<file path="src/rtl/psrc_pkg.sv">
// Constants for the port status read and clear block.
// Assumes a single 100 MHz clock domain.
package psrc_pkg;
	// Parameter block word offsets (byte addresses, 16-bit words)
	localparam logic [2:0] OFF_COMMAND    = 3'h0;
	localparam logic [2:0] OFF_STATUS     = 3'h2;
	localparam logic [2:0] OFF_MULTICAST  = 3'h4;
	localparam logic [2:0] OFF_CTR_LENGTH = 3'h6;
	// Operation codes
	localparam logic [7:0] OP_READ_STATUS  = 8'h10;
	localparam logic [7:0] OP_READ_CLEAR   = 8'h11;
	// Status word bit positions
	localparam int BIT_SUMMARY   = 15;
	localparam int BIT_REPEAT    = 14;
	localparam int BIT_OVERLONG  = 13;
	localparam int BIT_COLLTEST  = 12;
	localparam int BIT_TIMEOUT   = 11;
	localparam int BIT_RX_RING   = 9;
	localparam int BIT_TX_RING   = 8;
	localparam int BIT_MODIFIED  = 7;
	localparam int BIT_RAM_UCODE = 6;
	// Fixed report values
	localparam logic [7:0]  MULTICAST_CAPACITY  = 8'h0a;
	localparam logic [15:0] COUNTER_BLOCK_WORDS = 16'h0022;
	localparam logic [7:0]  MULTICAST_RESET     = 8'h00;
	localparam logic [15:0] WORD_RESET          = 16'h0000;
	// Longest transmit burst: maximum frame 1518 bytes at 10 Mb/s
	localparam int  MAX_FRAME_TIME_NS = 1214400;
	localparam int  CLK_PERIOD_NS     = 10;
	localparam int  OVERLONG_CYCLES   = MAX_FRAME_TIME_NS / CLK_PERIOD_NS;
	// Command sequencer states
	typedef enum logic [2:0] {
		PSRC_IDLE  = 3'b001,
		PSRC_WRITE = 3'b010,
		PSRC_DONE  = 3'b100
	} psrc_state_t;
endpackage

</file>
<file path="src/rtl/psrc_status.sv">
// Status report engine: command word decode, error flags, parameter block.
// Assumes event inputs and command strobe arrive from logic on clk_sys;
// only rst_n is asynchronous.
//
// Operation
// - Code 16 reports status words and leaves stored status unchanged.
// - Code 17 reports status then clears only the error flags that report showed.
// - Summary bit 15 is OR of all six error flags.
// - Summary set also sets interrupt flag and raises host interrupt.
// - Repeated timeout or ring error before clear sets bit 14.
// - Transmitter active for the whole maximum frame time sets bit 13.
// - Missing collision test signal after transmission sets bit 12.
// - Collision test error only sets while enable bit is set.
// - Bus timeout or nonexistent address on ring access sets bit 11.
// - Receive ring access error sets bit 9.
// - Transmit ring access error sets bit 8.
// - Bit 7 reports patched microcode.
// - Bit 6 reports microcode running from RAM.
// - Bits 5:0 report six-bit microcode revision.
// - Third word high byte holds multicast count, zero at reset.
// - Third word low byte reports capacity of ten.
// - Fourth word reports counter block length 34.
// - Enabled collision test error interrupts via error summary.
`timescale 1ns/1ps
module psrc_status (
	input  wire logic        clk_sys,
	input  wire logic        rst_n,
	input  wire logic        cmd_valid,
	input  wire logic [15:0] cmd_word,
	output logic             cmd_done,
	output logic             cmd_error,
	input  wire logic [2:0]  blk_addr,
	output logic      [15:0] blk_rdata,
	input  wire logic        collision_test_enable,
	input  wire logic        tx_active,
	input  wire logic        tx_end,
	input  wire logic        collision_seen,
	input  wire logic        bus_timeout_evt,
	input  wire logic        rx_ring_evt,
	input  wire logic        tx_ring_evt,
	input  wire logic        microcode_modified_flag,
	input  wire logic        ram_microcode_active,
	input  wire logic [5:0]  microcode_revision,
	input  wire logic [7:0]  multicast_in_use_count,
	input  wire logic        status_error_interrupt_clear,
	output logic             status_error_interrupt,
	output logic             host_irq
);

	// ************************************************************
	// Reset release
	// ************************************************************
	logic rst_meta_q;
	logic rst_sync_n_q;

	// Two-stage release keeps deassertion synchronous
	always_ff @(posedge clk_sys or negedge rst_n) begin
		if (!rst_n) begin
			rst_meta_q   <= 1'b0;
			rst_sync_n_q <= 1'b0;
		end else begin
			rst_meta_q   <= 1'b1;
			rst_sync_n_q <= rst_meta_q;
		end
	end

	// ************************************************************
	// Error flags
	// ************************************************************
	logic [5:0]  flags_q;
	logic [5:0]  flags_d;
	logic [31:0] tx_cnt_q;
	logic [31:0] tx_cnt_d;
	logic        overlong_evt;
	logic        coll_evt;
	logic        clear_now;
	logic        summary;
	logic        summary_q;
	logic        status_error_interrupt_q;
	logic        status_error_interrupt_d;
	logic [5:0]  rep_flags;
	// flags_q: [5]repeat [4]overlong [3]colltest [2]timeout [1]rx ring [0]tx ring

	always_comb begin
		tx_cnt_d = tx_active ? tx_cnt_q + 32'h1 : 32'h0;
		// Holds at the limit only while still sending; idle always restarts it
		if (tx_active && (tx_cnt_q == 32'(psrc_pkg::OVERLONG_CYCLES)))
			tx_cnt_d = tx_cnt_q;
	end
	assign overlong_evt = tx_active && (tx_cnt_q == 32'(psrc_pkg::OVERLONG_CYCLES - 1));

	assign coll_evt = tx_end && !collision_seen && collision_test_enable;

	// Flag update; a new event wins over the clear in the same cycle
	always_comb begin
		flags_d = flags_q;
		// flags raised after the snapshot are kept
		if (clear_now)
			flags_d = flags_q & ~rep_flags;
		// repeat of an already set flag
		if ((bus_timeout_evt && flags_q[2]) || (rx_ring_evt && flags_q[1]) ||
		    (tx_ring_evt && flags_q[0]))
			flags_d[5] = 1'b1;
		if (overlong_evt)
			flags_d[4] = 1'b1;
		if (coll_evt)
			flags_d[3] = 1'b1;
		if (bus_timeout_evt)
			flags_d[2] = 1'b1;
		if (rx_ring_evt)
			flags_d[1] = 1'b1;
		if (tx_ring_evt)
			flags_d[0] = 1'b1;
	end

	assign summary = |flags_q;

	// rising summary sets interrupt flag; set wins over clear
	always_comb begin
		status_error_interrupt_d = status_error_interrupt_q;
		if (status_error_interrupt_clear)
			status_error_interrupt_d = 1'b0;
		if (summary && !summary_q)
			status_error_interrupt_d = 1'b1;
	end
	assign status_error_interrupt = status_error_interrupt_q;
	assign host_irq               = status_error_interrupt_q;

	always_ff @(posedge clk_sys or negedge rst_sync_n_q) begin
		if (!rst_sync_n_q) begin
			flags_q   <= 6'h00;
			tx_cnt_q  <= 32'h0;
			summary_q <= 1'b0;
			status_error_interrupt_q    <= 1'b0;
		end else begin
			flags_q   <= flags_d;
			tx_cnt_q  <= tx_cnt_d;
			summary_q <= summary;
			status_error_interrupt_q    <= status_error_interrupt_d;
		end
	end

	// ************************************************************
	// Command sequencer and parameter block
	// ************************************************************
	psrc_pkg::psrc_state_t state_q;
	psrc_pkg::psrc_state_t state_d;
	logic [15:0] cmd_q, cmd_d;
	logic [15:0] stat_q, stat_d;
	logic [15:0] mcast_q, mcast_d;
	logic [15:0] ctr_q, ctr_d;
	logic [15:0] live_stat;
	logic        good_op;
	logic        err_q, err_d;

	// Live status word; bit 10 reads zero
	assign live_stat = {summary, flags_q[5:3], flags_q[2], 1'b0, flags_q[1:0],
	                    microcode_modified_flag, ram_microcode_active,
	                    microcode_revision};
	assign good_op = (cmd_word[15:8] == 8'h00) &&
	                 ((cmd_word[7:0] == psrc_pkg::OP_READ_STATUS) ||
	                  (cmd_word[7:0] == psrc_pkg::OP_READ_CLEAR));

	// flags the snapshot reported; a later error on a flag it did not show is never lost
	assign rep_flags = {stat_q[psrc_pkg::BIT_REPEAT], stat_q[psrc_pkg::BIT_OVERLONG],
	                    stat_q[psrc_pkg::BIT_COLLTEST], stat_q[psrc_pkg::BIT_TIMEOUT],
	                    stat_q[psrc_pkg::BIT_RX_RING], stat_q[psrc_pkg::BIT_TX_RING]};

	// Snapshot taken in WRITE, clear applied in DONE so reported value predates it
	always_comb begin
		state_d   = state_q;
		cmd_d     = cmd_q;
		stat_d    = stat_q;
		mcast_d   = mcast_q;
		ctr_d     = ctr_q;
		err_d     = err_q;
		clear_now = 1'b0;
		cmd_done  = 1'b0;
		case (state_q)
			psrc_pkg::PSRC_IDLE: begin
				if (cmd_valid) begin
					cmd_d   = cmd_word;
					err_d   = !good_op;
					state_d = psrc_pkg::PSRC_WRITE;
				end
			end
			psrc_pkg::PSRC_WRITE: begin
				if (!err_q) begin
					stat_d  = live_stat;
					mcast_d = {multicast_in_use_count, psrc_pkg::MULTICAST_CAPACITY};
					ctr_d   = psrc_pkg::COUNTER_BLOCK_WORDS;
				end
				state_d = psrc_pkg::PSRC_DONE;
			end
			psrc_pkg::PSRC_DONE: begin
				clear_now = !err_q && (cmd_q[7:0] == psrc_pkg::OP_READ_CLEAR);
				cmd_done  = 1'b1;
				state_d   = psrc_pkg::PSRC_IDLE;
			end
			default: state_d = psrc_pkg::PSRC_IDLE;
		endcase
	end
	assign cmd_error = cmd_done && err_q;

	always_ff @(posedge clk_sys or negedge rst_sync_n_q) begin
		if (!rst_sync_n_q) begin
			state_q <= psrc_pkg::PSRC_IDLE;
			cmd_q   <= psrc_pkg::WORD_RESET;
			stat_q  <= psrc_pkg::WORD_RESET;
			mcast_q <= {psrc_pkg::MULTICAST_RESET, psrc_pkg::MULTICAST_CAPACITY};
			ctr_q   <= psrc_pkg::COUNTER_BLOCK_WORDS;
			err_q   <= 1'b0;
		end else begin
			state_q <= state_d;
			cmd_q   <= cmd_d;
			stat_q  <= stat_d;
			mcast_q <= mcast_d;
			ctr_q   <= ctr_d;
			err_q   <= err_d;
		end
	end

	// Parameter block read port; unmapped words read zero
	always_comb begin
		case (blk_addr)
			psrc_pkg::OFF_COMMAND:    blk_rdata = cmd_q;
			psrc_pkg::OFF_STATUS:     blk_rdata = stat_q;
			psrc_pkg::OFF_MULTICAST:  blk_rdata = mcast_q;
			psrc_pkg::OFF_CTR_LENGTH: blk_rdata = ctr_q;
			default:                  blk_rdata = 16'h0000;
		endcase
	end
endmodule

</file>
<file path="config.mk">
export PLATFORM = sky130hd
export DESIGN_NAME = psrc_status
export DESIGN_NICKNAME = d
export VERILOG_FILES = /design/src/rtl/psrc_pkg.sv /design/src/rtl/psrc_status.sv
export SDC_FILE = /design/constraint.sdc
export NUM_CORES = 1
export LEC_CHECK = 0
export BUFFER_PORTS_ARGS = -buffer_cell sky130_fd_sc_hd__buf_2
export CORE_MARGIN = 2
export CORE_UTILIZATION = 57
export DETAILED_ROUTE_END_ITERATION = 7
export PLACE_DENSITY = 0.88
export SYNTH_ARGS = -nofsm -noshare
export SYNTH_HDL_FRONTEND = slang
export SYNTH_SLANG_ARGS = --single-unit
</file>
<file path="constraint.sdc">
create_clock -name clk_sys -period 3.5 [get_ports clk_sys]
set_input_delay 0.35 -clock clk_sys [delete_from_list [all_inputs] [get_ports clk_sys]]
set_output_delay 0.35 -clock clk_sys [all_outputs]
set_load 0.03 [all_outputs]
</file>
==> results.md <==
* Status: finished, final reports clean
* Synth top area share at 0.5042
* MaxCap Viol Count at 0
* First-pass GRT wire length at around 14 mm
* Worst relative slew slack at 0.2330
* Slowest stage cell on the critical path: or4_1
* Starting density of the core at 0.5810
* Synth Register Bits at between 80 and 90
* Clk_lat worst skew at around 0.35 ns
* 1st-iter DRT viols at around 110
* Pwr/cell area at 512.9 nW/µm²
* Layout Cells excl Fill at 543
* DP HPWL at around 6 mm
* Crit path largest cell delay at ~0.53 ns
* Synth Flop Type: dfrtp_1
* Final setup violation count at 0
* Req. time, crit path at approximately 3.8 ns
* Nets@finish at ~500
* Clk sinks at between 80 and 90
* Slew Limit Fails at 0
* Area Growth Syn to Fin at 15.67%
* Row count at 31
* Fmax at 480.8 MHz
* Slew @ Worst Pin at around 1.1 ns
* RSZ-0062 raised after global routing: false
* Hold Path Class: primary input to flip-flop
* Final Power at 0.002473 W
* Hold Violations, Final at 0
* # diodes at 0
* Max FO, Critical Path at 9
* Post-synth cell types at 53
* Final WL at between 8 and 9 mm
* Worst VDD drop at ~0.21 mV
* Drt via density at 5.663
* Cts bufs inserted at 9
* Finished Cell Area at 4822 µm²
* Boundary pin count at 66
* Clock Skew at about 0.013 ns
* DIE WIDTH at about 90 µm
* Most common cell in the synthesized netlist: dfrtp_1
* Fraction of the cycle the final worst path needs at 0.5942
* Syn nets at about 430
* H-tree depth at 3
* Post-synth top area cell: dfrtp_1
* Layout cells sized above 1 at 0.2973
* Post-DR wirelength/cell at about 16 µm
* Synth Warn # at 0
* Pin count of the biggest net entering global routing at 84
* Grt total ovfl at 0
* Placeable Area at between 7000 and 8000 µm²
* Commonest cells post-synth: dfrtp_1 (84), mux2_2 (38), nor2_1 (26)
* Root Buffer: clkbuf_8
* Die extent in y at 89.52 µm
* Initial antenna violation count at 0
* Crit-path cells: ha_1 > inv_1 > nor3b_4 > nand3_4 > or4_1 > a21boi_1
* Crit Path Class: flip-flop to flip-flop
* Worst EP arrival at approximately 2.4 ns
* CP Capture Type: flip-flop
* Synth top area cells: dfrtp_1 (50%), mux2_2 (10%), mux2i_1 (3.4%), and2_1 (3.2%), xnor2_1 (3.2%)
* Dpl cells at about 530
* Pleak at 2.210 nW
* CP bufs+invs at 1
* Tot GR Track Use at 0.2241
* Via count at a little over 3000
* Post-DP Area at between 4000 and 5000 µm²
* CP Launch Type: flip-flop
* CTS tree: built
* Sequential element share of the synthesized area at 0.5105
* Vias in the first global route at 2935
* DRC at 0
* Post-synthesis cell area at 4169 µm²
* GPL Wtd Cong at 0.8702
* CP top delay family: simple AND/OR/NAND/NOR gates
* First-pass detailed-route iteration total at 4
* Deepest clock path buffer count at 2
* Post-layout minimum cycle time at approximately 2.1 ns
* Number of synthesized flops with an enable pin at 0
* Sum Neg Setup Slack at 0 ns
* DRT antenna net count at 0
* Input/output buffers at 65
* Die area at 8014 µm²
* Synth Area per Inst at between 10 and 15 µm²
* Post-synth ARST share at 1.000
* Mapped Cells at ~380
* Clock-pin transition on the worst setup and hold timing paths at about 0.09 ns
* Post-CTS Setup Inserts at 0
* Final Hold Slack at about 0.17 ns
-- cells in the final DEF (no fill, tap or decap), drive strengths merged, types with 2 or more instances in the layout --
master	count
or3	3
xnor2	15
and4	7
mux2i	14
o22a	2
ha	2
nand4	10
a21oi	8
xor2	8
clkbuf	10
buf	66
o31ai	2
inv	9
a21o	4
nor4	7
nor2b	8
o21ai	5
bufinv	2
mux2	38
and2	22
nor2	26
nor3	13
a21boi	5
and3	6
dfrtp	84
or4	3
nand2	23
o21a	3
nor4b	4
nand3	16
nor3b	3
-- layer usage --
metal | global-route usage | wire length, µm | vias to the layer above
li1 | - | - | 1465
met1 | 0.2821 | 3740 | 1510
met2 | 0.3859 | 4220 | 89
met3 | 0.04986 | 397 | 11
met4 | 0.07191 | 106 | 0
met5 | 0 | 0 | -
-- worst paths after layout --
kind / startpoint / end / slack [ns] / cells after the start
hold reg to reg: rst_meta_q / rst_sync_n_q / 0.36 / 0
max in group asynchronous: rst_sync_n_q / tx_cnt_q[17] / 2.32 / 0
setup / recovery: tx_cnt_q[0] / tx_cnt_q[26] / 1.42 / 6
min in group asynchronous: rst_n / rst_meta_q / 0.32 / 2
setup reg to reg: tx_cnt_q[0] / tx_cnt_q[26] / 1.42 / 6
hold / removal: collision_seen / flags_q[3] / 0.17 / 2
-- worst register-to-register path, stage by stage (launching register included) --
cell      delay, ns
dfrtp_1        0.45
ha_1           0.26
inv_1          0.11
nor3b_4        0.33
nand3_4        0.16
or4_1          0.53
a21boi_1       0.16
-- cell families (layout without fill, tap and decap cells) --
logic type | Yosys count | in the layout | synth area share
AOI/OAI and AO/OA | 35 | 35 | 0.05642
and+or+nand+nor | 156 | 156 | 0.2194
other | 1 | 1 | 0.0008995
xor gates and xnor gates | 23 | 23 | 0.04832
adders and majority gates | 2 | 2 | 0.006001
muxes | 52 | 52 | 0.1363
DFF | 85 | 85 | 0.5105
buffers and inverters | 23 | 90 | 0.02221
-- repair_timing --
action / in CTS / in global routing
resized for setup: 0 / 0
hold buffers: 1 / 0
hold endpoints to repair: 2 / 0
-- report_power, final --
part	leakage (nW)	total, W	switching, W	internal (W)
registers	1.09	0.00126	0.000133	0.00113
clock network	0.113	0.000787	0.000359	0.000428
logic	1.01	0.000424	0.000201	0.000223
total	2.21	0.00247	0.000692	0.00178
-- registers in the layout, summed over array words and instances, names as in the netlist --
name,flops
err_q,1
stat_q,15
mcast_q,8
host_irq,1
summary_q,1
rst_meta_q,1
cmd_q,16
tx_cnt_q,32
state_q,3
rst_sync_n_q,1
flags_q,6
-- per-stage QoR --
stage | setup slack, ns | util
after floorplan | 0.9590 | -
after global placement | 1.518 | 0.6384
after detailed placement | 1.414 | 0.6384
after CTS | 1.403 | 0.6720
after global routing | 1.190 | 0.6720
final | 1.420 | 0.6720
-- cell type report --
cell class              count  area (µm²)
repair buffers             67       342.8
clock buffers              10       137.6
inverters                   7       26.28
well taps                  99       123.9
multi-input cells         269        1966
fillers                   528        2354
clock inverters             6       93.84
flip-flops and latches     85        2132
(Power assumes the default switching activity.)
